==> config.mk <==
export PLATFORM = sky130hd
export DESIGN_NAME = lbl_top
export DESIGN_NICKNAME = d
export VERILOG_FILES = /design/src/shared/lbl_pkg.sv /design/src/rtl/lbl_cycle.sv /design/src/rtl/lbl_top.sv
export VERILOG_INCLUDE_DIRS = /design/src /design/src/shared
export SDC_FILE = /design/constraint.sdc
export NUM_CORES = 1
export LEC_CHECK = 0
export BUFFER_PORTS_ARGS = -buffer_cell sky130_fd_sc_hd__buf_2
export CAP_MARGIN = 10
export CORE_UTILIZATION = 55
export DETAILED_ROUTE_END_ITERATION = 8
export PLACE_DENSITY = 0.94
export REMOVE_ABC_BUFFERS = 1
export SLEW_MARGIN = 0
export SYNTH_ARGS = -nofsm -noshare
export SYNTH_HDL_FRONTEND = slang
export SYNTH_HIERARCHICAL = 1
export SYNTH_SLANG_ARGS = --single-unit
==> constraint.sdc <==
create_clock -name mclk -period 2.5 [get_ports mclk]
set_clock_uncertainty 0.2 [all_clocks]
set_input_delay 0.125 -clock mclk [delete_from_list [all_inputs] [get_ports mclk]]
set_output_delay 0.125 -clock mclk [all_outputs]
set_load 0.02 [all_outputs]
==> src/shared/lbl_defs.svh <==
/*
  Offsets, field positions, reset values and codes of the line-by-line
  colour select block. Assumes an 8-bit register port with 4-bit index.
*/
// Function
// - Bit 0 selects line sequential mode
// - Line mode forces mono one, channel red
// - Line mode disables green and blue gain
// - Select zero: pin clamps, internal colour choice
// - Select one: pin pulses step colour cycle
// - Auto-cycling ignores pin as clamp request
// - Bit 3 clamps only in line auto-cycle
// - Bit 2 overrides input mux in line mode
// - Bits 5:4 pick internal colour code
// - Bits 7:6 pick forced input mux colour
// - Auto-cycle reset write returns to red
// - Channel pick codes red, green, blue
`ifndef LBL_DEFS_SVH
`define LBL_DEFS_SVH

// ---------------------------------------------------------------
// Register indexes
// ---------------------------------------------------------------
`define LBL_ADDR_CTRL     4'h4
`define LBL_ADDR_MONO     4'h3
`define LBL_ADDR_ACYC_RST 4'h8
`define LBL_ADDR_STATUS   4'h9

// ---------------------------------------------------------------
// Field positions
// ---------------------------------------------------------------
`define LBL_BIT_LINE      0
`define LBL_BIT_PINSEL    1
`define LBL_BIT_OVR_EN    2
`define LBL_BIT_CLAMP_EN  3
`define LBL_INTC_LSB      4
`define LBL_OVRC_LSB      6
`define LBL_BIT_MONO      2
`define LBL_CHAN_LSB      6

// ---------------------------------------------------------------
// Reset values and colour codes
// ---------------------------------------------------------------
`define LBL_CTRL_RESET    8'h00
`define LBL_MONO_RESET    8'h00
`define LBL_RED           2'h0
`define LBL_GREEN         2'h1
`define LBL_BLUE          2'h2

`endif

==> src/shared/lbl_pkg.sv <==
/*
  Types of the line-by-line colour select block.
  Assumes lbl_defs.svh supplies the numeric constants.
*/
package lbl_pkg;

    // Colour codes of the auto-cycle counter state only
    typedef enum logic [1:0] {
        LBL_COL_RED   = 2'h0,
        LBL_COL_GREEN = 2'h1,
        LBL_COL_BLUE  = 2'h3
    } lbl_colour_t;

    // Auto-cycle counter state, Gray coded along red, green, blue
    typedef struct packed {
        lbl_colour_t colour;
        logic        pin_prev;
    } lbl_cyc_state_t;

    // Register state of the top
    typedef struct packed {
        logic [7:0] ctrl;
        logic [7:0] mono;
        logic [7:0] rdata;
    } lbl_state_t;

endpackage : lbl_pkg

==> src/rtl/lbl_cycle.sv <==
/*
  Colour auto-cycle counter: steps red, green, blue on rising edges
  of the shared pin. Assumes the pin is synchronous to mclk.
*/
`include "lbl_defs.svh"

module lbl_cycle (
    input  wire logic       mclk,     // 100 MHz clock
    input  wire logic       reset,    // Synchronous, active high
    input  wire logic       step_en,  // Line mode with auto-cycle
    input  wire logic       pin,      // Shared clamp or cycle pin
    input  wire logic       restart,  // Return to red
    output logic      [1:0] colour    // Current colour code
);
    lbl_pkg::lbl_cyc_state_t st;
    lbl_pkg::lbl_cyc_state_t next_st;
    logic                    pulse;

    // Rising edge of the pin marks a step request
    assign pulse = pin && !st.pin_prev;

    // Next counter state
    always_comb
    begin
        next_st = st;
        next_st.pin_prev = pin;
        if (restart)
        begin
            next_st.colour = lbl_pkg::LBL_COL_RED;
        end
        else if (step_en && pulse)
        begin
            case (st.colour)
                lbl_pkg::LBL_COL_RED:
                    next_st.colour = lbl_pkg::LBL_COL_GREEN;
                lbl_pkg::LBL_COL_GREEN: next_st.colour = lbl_pkg::LBL_COL_BLUE;
                default:                next_st.colour = lbl_pkg::LBL_COL_RED;
            endcase
        end
    end

    // State register
    always_ff @(posedge mclk)
    begin
        if (reset)
        begin
            st.colour   <= lbl_pkg::LBL_COL_RED;
            st.pin_prev <= 1'b0;
        end
        else
        begin
            st <= next_st;
        end
    end

    // Convert Gray state to the register colour code
    always_comb
    begin
        case (st.colour)
            lbl_pkg::LBL_COL_GREEN: colour = `LBL_GREEN;
            lbl_pkg::LBL_COL_BLUE:  colour = `LBL_BLUE;
            default:                colour = `LBL_RED;
        endcase
    end

endmodule : lbl_cycle

==> src/rtl/lbl_top.sv <==
/*
  Line sequence control register and the colour, clamp and gain
  selection it drives. Assumes a plain register port: one-cycle
  strobes, read data in the cycle after the read strobe, and a
  shared pin that is synchronous to mclk.
*/
`include "lbl_defs.svh"

module lbl_top #(
    parameter int ADDR_W = 4              // Register index width
) (
    input  wire logic              mclk,        // 100 MHz clock
    input  wire logic              reset,       // Sync, active high
    input  wire logic [ADDR_W-1:0] addr,        // Register index
    input  wire logic        [7:0] wdata,       // Write data
    input  wire logic              wr,          // Write strobe
    input  wire logic              rd,          // Read strobe
    output logic             [7:0] rdata,       // Read data, next cycle
    input  wire logic              clamp_or_cycle_pin, // Shared pin
    output logic                   mono_effective,     // Single channel
    output logic             [1:0] channel_effective,  // Mono channel
    output logic             [1:0] input_mux_sel,      // Input colour
    output logic             [1:0] gain_offset_sel,    // Gain colour
    output logic                   clamp_active,       // Clamp request
    output logic                   red_gain_en,        // Red gain path
    output logic                   green_gain_en,      // Green gain
    output logic                   blue_gain_en        // Blue gain
);

    // ---------------------------------------------------------------
    // Parameter check
    // ---------------------------------------------------------------
    if (ADDR_W < 4)
    begin : g_bad_addr
        $error("ADDR_W must be at least 4");
    end

    // ---------------------------------------------------------------
    // Helpers
    // ---------------------------------------------------------------

    // Reserved code 11 is served as red
    function automatic logic [1:0] colour_of(input logic [1:0] code);
        colour_of = (code == 2'h3) ? `LBL_RED : code;
    endfunction : colour_of

    // Index match against a 4-bit constant
    function automatic logic hit(input logic [ADDR_W-1:0] a,
                                 input logic [3:0]        idx);
        hit = (a == ADDR_W'(idx));
    endfunction : hit

    // ---------------------------------------------------------------
    // State
    // ---------------------------------------------------------------
    lbl_pkg::lbl_state_t st;
    lbl_pkg::lbl_state_t next_st;

    logic       line_mode;
    logic       pin_select;
    logic       ovr_en;
    logic       int_clamp;
    logic [1:0] int_colour;
    logic [1:0] ovr_colour;
    logic       prog_mono;
    logic [1:0] prog_chan;
    logic       auto_cycle;
    logic [1:0] cyc_colour;
    logic       cyc_restart;
    logic [7:0] status;

    // Control field split
    assign line_mode  = st.ctrl[`LBL_BIT_LINE];
    assign pin_select = st.ctrl[`LBL_BIT_PINSEL];
    assign ovr_en     = st.ctrl[`LBL_BIT_OVR_EN];
    assign int_clamp  = st.ctrl[`LBL_BIT_CLAMP_EN];
    assign int_colour = st.ctrl[`LBL_INTC_LSB +: 2];
    assign ovr_colour = st.ctrl[`LBL_OVRC_LSB +: 2];
    assign prog_mono  = st.mono[`LBL_BIT_MONO];
    assign prog_chan  = st.mono[`LBL_CHAN_LSB +: 2];

    // Pin select bit only counts in line mode
    assign auto_cycle  = line_mode && pin_select;
    assign cyc_restart = wr && hit(addr, `LBL_ADDR_ACYC_RST);

    // ---------------------------------------------------------------
    // Auto-cycle counter
    // ---------------------------------------------------------------
    lbl_cycle u_cycle (
        .mclk    (mclk),
        .reset   (reset),
        .step_en (auto_cycle),
        .pin     (clamp_or_cycle_pin),
        .restart (cyc_restart),
        .colour  (cyc_colour)
    );

    // ---------------------------------------------------------------
    // Selection logic
    // ---------------------------------------------------------------

    // Mono forcing in line mode
    always_comb
    begin
        if (line_mode)
        begin
            mono_effective    = 1'b1;
            channel_effective = `LBL_RED;
        end
        else
        begin
            mono_effective    = prog_mono;
            channel_effective = colour_of(prog_chan);
        end
    end

    // Colour and clamp source
    always_comb
    begin
        if (!line_mode)
        begin
            gain_offset_sel = colour_of(prog_chan);
            input_mux_sel   = colour_of(prog_chan);
            clamp_active    = clamp_or_cycle_pin;
        end
        else if (auto_cycle)
        begin
            gain_offset_sel = cyc_colour;
            input_mux_sel   = cyc_colour;
            clamp_active    = int_clamp;
        end
        else
        begin
            gain_offset_sel = colour_of(int_colour);
            input_mux_sel   = colour_of(int_colour);
            clamp_active    = clamp_or_cycle_pin;
        end
        if (line_mode && ovr_en)
        begin
            input_mux_sel = colour_of(ovr_colour);
        end
    end

    // Gain path enables
    assign red_gain_en   = 1'b1;
    assign green_gain_en = !line_mode;
    assign blue_gain_en  = !line_mode;

    // Status word of effective selections
    assign status = {clamp_active, gain_offset_sel, input_mux_sel,
                     channel_effective, mono_effective};

    // ---------------------------------------------------------------
    // Register port
    // ---------------------------------------------------------------

    // Next register state
    always_comb
    begin
        next_st = st;
        next_st.rdata = 8'h00;
        if (wr && hit(addr, `LBL_ADDR_CTRL))
        begin
            next_st.ctrl = wdata;
        end
        if (wr && hit(addr, `LBL_ADDR_MONO))
        begin
            next_st.mono = wdata;
        end
        if (rd)
        begin
            if (hit(addr, `LBL_ADDR_CTRL))
            begin
                next_st.rdata = st.ctrl;
            end
            else if (hit(addr, `LBL_ADDR_MONO))
            begin
                next_st.rdata = st.mono;
            end
            else if (hit(addr, `LBL_ADDR_STATUS))
            begin
                next_st.rdata = status;
            end
            else
            begin
                next_st.rdata = 8'h00;
            end
        end
    end

    // State register
    always_ff @(posedge mclk)
    begin
        if (reset)
        begin
            st.ctrl  <= `LBL_CTRL_RESET;
            st.mono  <= `LBL_MONO_RESET;
            st.rdata <= 8'h00;
        end
        else
        begin
            st <= next_st;
        end
    end

    assign rdata = st.rdata;
endmodule : lbl_top

# Yosys cells after proc, flatten, opt, wreduce, memory -nomap -nowiden
# Cells that the tools add are included.
# op_classes
n_eq_ne	9
mux	15
n_bitwise	1
reduce_logical	12
# op_table
op	n
2-to-1 mux 8 bit	3
2-to-1 mux 2 bit	7
equality test 2 bit, second input constant	4
equality test 4 bit, second input constant	2
case mux 2 bit (2 select lines)	2
logical AND 1 bit	7
equality test 4 x 2 -> 1 bit, second input constant	1
equality test 4 x 3 -> 1 bit, second input constant	1
OR reduction 2 bit	2
2-to-1 mux 1 bit	3
equality test 2 x 1 -> 1 bit, second input constant	1
logical NOT 1 bit	2
logical NOT 2 bit	1
NOT 1 bit	1
# word_totals
register_bits	27
input_bits	17
word_cells	42

# Logic depth before layout (Yosys ltp)
# Gate-level depths: netlist of run 1.
# logic_depth
depth_word	8
ltp_mapped	5
ltp_nobuf	5

# Modules after synthesis
# The synthesis of run 1 kept the hierarchy.
# modules_own_cells
mod	instances	cells_each	area_per_inst_um2	seq_area_each_um2
lbl_top	1	153	1239.9	480.5
lbl_cycle	1	13	138.9	60.1

# Worst setup path before layout of run 1
# Ideal clock, no wire load.
# synth_timing
path_type	reg2reg
start	register st (netlist bit pin_select)
end	register, netlist name rdata[4]
arrival_ps	1523
t_required_ps	2230
slack_ps	707
stages_incl_launch_ff	5
path_buffers	0
path_cell_list	dfxtp_1 or3b_1 a21o_2 a31oi_1 o2bb2ai_1
# synth_via
elab_chain_cells	7
# synth_rtl
item	line	text
start, declared	lbl_top.sv:56	lbl_pkg::lbl_state_t st;
start signal, assigned	lbl_top.sv:202	st <= next_st;
logical AND 1 bit	lbl_top.sv:83	assign auto_cycle = line_mode && pin_select;
2-to-1 mux 2 bit	lbl_top.sv:126	else if (auto_cycle)
2-to-1 mux 2 bit	lbl_top.sv:120	if (!line_mode)
2-to-1 mux 2 bit	lbl_top.sv:138	if (line_mode && ovr_en)
via input_mux_sel[1]	lbl_top.sv:22	output logic [1:0] input_mux_sel,
2-to-1 mux 8 bit	lbl_top.sv:180	else if (hit(addr, `LBL_ADDR_STATUS))
2-to-1 mux 8 bit	lbl_top.sv:176	else if (hit(addr, `LBL_ADDR_MONO))
2-to-1 mux 8 bit	lbl_top.sv:172	if (hit(addr, `LBL_ADDR_CTRL))
# The timed path passes the listed nets, and every way through them passes these cells.
# A chain may end at the register's enable or synchronous reset.

# Worst setup path in the final report of run 1
# layout_timing
start	input addr[3]
end	register st (netlist bit ovr_en)
# layout_via
elab_chain_cells	2
# layout_rtl
item	line	text
start, declared	lbl_top.sv:14	input wire logic [ADDR_W-1:0] addr,
equality test 4 x 3 -> 1 bit	lbl_top.sv:50	hit = (a == ADDR_W'(idx));
logical AND 1 bit	lbl_top.sv:162	if (wr && hit(addr, `LBL_ADDR_CTRL))
# Every way passes these cells.

==> qor.yml, run 1 <==
status: "completed"
hold_end: "rdata[7]"
reg2regPathDepth: 4
grt_setup_unrepaired: "no"
diodes: 0
crit_path_start_kind: "input pin"
die_w_um: 52.1
r2r-end: "rdata[7]"
worstSetupPathType: "input pin to register"
maxCapViolCount: 0
whs_ns: 0.0718
numCtsBuffers: 3
port_buffers: 34
routedWlPerCell_um: 15.3
path_clk_slew_ns: 0.14
place_ws_ns: 0.638
synth_top_area_frac: 0.392
rows: 17
min_period_over_period: 0.898
place_inst: 212
finalNetCount: 223
dr.pass1.iters: 4
cp-startpoint: "addr[3]"
crit_path_max_fanout: 8
route.detailed.drc: 0
post-dp-hpwl_um: 2280
synthTopCellsByArea: "dfxtp_1, a21oi_1, buf_4"
seqCellArea_um2: 541
setup_tns_ns: 0
stdcell_count: 233
synth_edf_count: 0
worst_pin_slew_ns: 0.613
setup_ws_ns: 0.256
cts_max_level: 1
die_y_um: 52.1
hp-class: "input pin to register"
post-route-min-period_ns: 2.24
power_density_mw_per_mm2: 424
max_freq_mhz: 446
synth_cell_types: 42
wirelength_um: 3570
tritoncts: "built"
avgSynthCellArea_um2: 8.31
ios: 36
critPathCaptureType: "register"
ys_warn_count: 6
min_path_cells: 3
grt_pass1_wl_um: 6000
grt_max_degree: 23
syn2layout_area_growth_pct: 21.7
post-synth-top-area-cell: "dfxtp_1"
hold_violations: 0
synth_seq_cells: 27
dieArea_mm2: 0.00271
slew_violations: 0
finalSetupViolCount: 0
synth_cells: 166
r2r-start: "line_mode"
drtAntennaViolNets: 0
cp.required_ns: 2.52
antenna_found_initial: 0
clock-sinks: 27
root_buffer: "clkbuf_4"
place_congestion: 0.895
min_from: "rd"
arrival_ns: 2.27
ys_async_sr_fraction: 0
drt_iter0_drc: 80
stdcell_area_mm2: 0.00168
avgViaCountPerCell: 6.14
leakagePower_nw: 0.666
place_area_mm2: 0.00148
cts_buffer_depth: 2
synth_area_mm2: 0.00138
vias: 1431
cts_setup_buffers: 0
slew_headroom: 0.588
vdd_drop_max_uv: 366
insertion_delay_ns: 0.33
multiInputGateArea_um2: 702
r2r_setup_slack_ns: 0.60
grt_pass1_vias: 1323
drive_above_1_share: 0.249
ys.flop_type: "dfxtp_1"
fillCellCount: 144
core_area_mm2: 0.00230
gr-total-overflow: 0
start_util: 0.600
yosysSeqAreaShare: 0.392
grt.total_usage: 0.295
## cells in the mapped netlist (all sizes together), types with 3 or more instances
| master | number |
|---|---|
| and2 | 6 |
| nor2b | 4 |
| inv | 3 |
| dfxtp | 27 |
| mux2 | 3 |
| nor3b | 3 |
| a21oi | 24 |
| clkbuf | 4 |
| buf | 15 |
| nor2 | 7 |
| a22oi | 5 |
| nand3 | 17 |
| nand2 | 23 |
## worst max-delay path, cell delays in order
cell and delay, ns:
dlygate4sd3_1 0.53, buf_2 0.15, nor4b_4 0.38, nand2_1 0.28, nand2_1 0.16, a21oi_1 0.07, dlygate4sd3_1 0.57
## report_power, final
part	leakage [nW]	internal [mW]	switching, mW	total [mW]
clock	0.0150	0.0626	0.123	0.186
sequential	0.218	0.435	0.00418	0.439
combinational	0.433	0.0391	0.0472	0.0864
## final cells by class
type	count	area share
inverters	3	0.00671
multi-input cells	117	0.418
flip-flops and latches	27	0.322
repair buffers	54	0.216
well taps	28	0.0209
clock buffers	4	0.0157
## per-stage QoR
stage	utilization	power, mW
2_1_floorplan	-	0.477
3_3_place_gp	0.645	0.514
3_5_place_dp	0.645	0.516
4_1_cts	0.730	0.709
5_1_grt	0.730	0.737
6_report	0.730	0.711
## timing repair
item | CTS | global route
endpoints found under the setup margin | 0 | 0
resized for setup | 0 | 0
hold endpoints to repair | 17 | 0
hold buffers | 17 | 0
## worst max path at each step
stage               end  slack, ns
2_1_floorplan  rdata[4]       0.70
3_3_place_gp   rdata[7]       0.72
3_5_place_dp   rdata[7]       0.64
4_1_cts          ovr_en       0.34
5_1_grt          ovr_en       0.13
6_report         ovr_en       0.26
## state kept, by name, indices dropped and copies added, names as in the netlist
register	count
prog_chan	2
prog_mono	1
ovr_en	1
line_mode	1
ovr_colour	2
rdata	8
u_cycle/st	3
st	5
pin_select	1
int_clamp	1
int_colour	2
## cells in the final DEF (no fill, tap or decap), types with 2 or more instances in the layout
master / n
clkbuf_4: 3
and4bb_2: 2
o21ai_0: 2
nor2b_1: 4
nand3_1: 17
buf_2: 34
inv_1: 3
mux2_1: 2
and2_2: 2
nor2_1: 7
dlygate4sd3_1: 17
a22oi_1: 5
nor3b_1: 3
a21oi_1: 24
and2_1: 3
dfxtp_1: 27
buf_4: 3
nand2_1: 23
## cells by family after synthesis
| kind of cell | share of synthesized area |
|---|---|
| DFF | 0.392 |
| buffers and inverters | 0.0989 |
| other | 0.00272 |
| muxes | 0.0245 |
| and+or+nand+nor | 0.294 |
| AOI/OAI and AO/OA | 0.188 |
## layer usage
layer,wire (um),track usage
met3,266,0.0351
met4,127,0.167
met1,1470,0.364
met2,1700,0.489
met5,0,0
No activity file was read; power rests on OpenSTA's default activity.
==> run 2: changes to the inputs <==
==> constraint.sdc (replaced) <==
create_clock -name mclk -period 2.5 [get_ports mclk]
set_clock_uncertainty 0.2 [all_clocks]
set_input_delay 0.25 -clock mclk [delete_from_list [all_inputs] [get_ports mclk]]
set_output_delay 0.25 -clock mclk [all_outputs]
set_load 0.02 [all_outputs]
==> qor.yml, run 2 (same netlist as run 1, synthesis figures left out) <==
total_power_mw: 0.709  # -0.30%
p_int_mw: 0.533  # -0.70%
die_w_um: 52.1  # unchanged
crit_path_end: "input_mux_sel[1]"
port_buffers: 34  # unchanged
dr.pass1.iters: 5  # +1
setup_tns_ns: 0  # unchanged
reg2regPathDepth: 4  # unchanged
cts_max_level: 1  # unchanged
largest_reg_flops: 8  # unchanged
cts-hold-fix-buffers: 10  # -7
die_y_um: 52.1  # unchanged
crit_path_start_kind: "register"
gr-total-overflow: 0  # unchanged
start_util: 0.600  # unchanged
drtAntennaViolNets: 0  # unchanged
syn2layout_area_growth_pct: 16.6
min_period_over_period: 0.880  # -0.0180
path_buf_inv: 1  # -2
wirelength_um: 3520  # -1.3%
path_clk_slew_ns: 0.14  # about the same
numCtsBuffers: 3  # unchanged
grt_pass1_vias: 1233  # -6.8%
final_cell_mix: "buf_2, dfxtp_1, a21oi_1"
pwr-share-seq: 0.620  # +0.003
status: "completed"
p_sw_frac: 0.249  # +0.00303
worst_pin_slew_ns: 0.585  # -0.0277 ns
cp.required_ns: 2.05  # -0.47 ns
cts_buffer_depth: 2  # unchanged
post-dp-hpwl_um: 2540  # +11%
dieArea_mm2: 0.00271  # unchanged
crit_path_max_fanout: 7  # -1
routedWlPerCell_um: 15.6  # +1.7%
path_delay_family: "compound AO/OA/AOI/OAI gates"
root_buffer: "clkbuf_4"
power_frac_comb: 0.116  # -0.005
leakagePower_nw: 0.624  # -6.3%
min_path_cells: 2  # -1
grt_pass1_wl_um: 5600  # -6.8%
ios: 36  # unchanged
worst-path-stages: 4  # -3
vdd_drop_max_uv: 291  # -20%
arrival_ns: 1.75  # -0.52 ns
finalNetCount: 216  # -3.1%
route.detailed.drc: 0  # unchanged
vias: 1348  # -5.8%
diodes: 0  # unchanged
clock-sinks: 27  # unchanged
post-route-min-period_ns: 2.20  # -0.0449 ns
cts_setup_buffers: 0  # unchanged
final_common_cell: "buf_2"
drive_above_1_share: 0.258  # +0.00880
top_regs: "rdata (8), st (5), u_cycle/st (3)"
crit_chain: "or3b_1, a21o_2, a31oi_1, buf_2"
insertion_delay_ns: 0.32  # about the same
r2r-end: "rdata[7]"
finalSetupViolCount: 0  # unchanged
hp-class: "input pin to register"
grt_setup_unrepaired: "no"
cts_resized: 0  # unchanged
power_frac_clock: 0.265  # +0.004
r2r-start: "line_mode"
grt_max_degree: 19  # -17%
drt_iter0_drc: 98  # +23%
slew_violations: 0  # unchanged
maxCapViolCount: 0  # unchanged
max_freq_mhz: 455  # +2.0%
place_congestion: 0.888  # -0.79%
stdcell_area_mm2: 0.00161  # -4.2%
cpMaxStageDelayCell: "or3b_1"
p_sw_mw: 0.176  # +0.94%
rows: 17  # unchanged
core_area_mm2: 0.00230  # unchanged
critPathCaptureType: "primary output"
post-route-util: 0.700  # -0.0305
largest-register: "rdata"
power_density_mw_per_mm2: 441  # +4.0%
slew_headroom: 0.606  # +0.0187
avgViaCountPerCell: 5.96  # -2.9%
slowest_delay_ns: 0.40  # -0.17 ns
cp-startpoint: "pin_select"
worstSetupPathType: "register to primary output"
grt.total_usage: 0.286  # -0.00926
hold_violations: 0  # unchanged
antenna_found_initial: 0  # unchanged
tritoncts: "built"
place_area_mm2: 0.00148  # unchanged
r2r_setup_slack_ns: 0.51  # -0.09 ns
[run 2: per-layer routing]
metal  vias up  global-route usage  part of all wire
met5         -                   0                 0
met4         0               0.162             0.014
met3         6              0.0322             0.074
met2        76               0.494              0.51
met1       625               0.337              0.40
li1        641                   -                 -
[run 2: how the worst min path moves through the flow]
stage	start	end	slack, ns
finish	reset	st[12]	0.01
global placement	st[13]	st[13]	0.25
global route	reset	st[12]	0.02
CTS	reset	st[12]	0.0005
floorplan	reset	int_clamp	0.12
detailed placement	st[13]	st[13]	0.26
[run 2: power by group through the flow]
stage,clock network (mW),logic (mW),registers [mW]
after global placement,0,0.0674,0.448
after detailed placement,0,0.0693,0.448
after CTS,0.194,0.0807,0.439
final,0.188,0.0820,0.439
after floorplan,0,0.0290,0.448
after global routing,0.204,0.0888,0.440
[run 2: stage by stage]
step	hold slack [ns]	setup slack (ns)	instances
floorplan	0.119	0.695	147
global placement	0.246	0.721	212
detailed placement	0.255	0.634	212
CTS	0.000521	0.302	226
global route	0.0212	0.219	226
finish	0.0127	0.301	226
[run 2: final cells by class]
class / instances / area [um^2]
multi-input combinational: 117 / 702
fill: 166 / 689
sequential: 27 / 541
timing repair buffer: 47 / 293
tap: 28 / 35.0
clock buffer: 4 / 26.3
inverter: 3 / 11.3
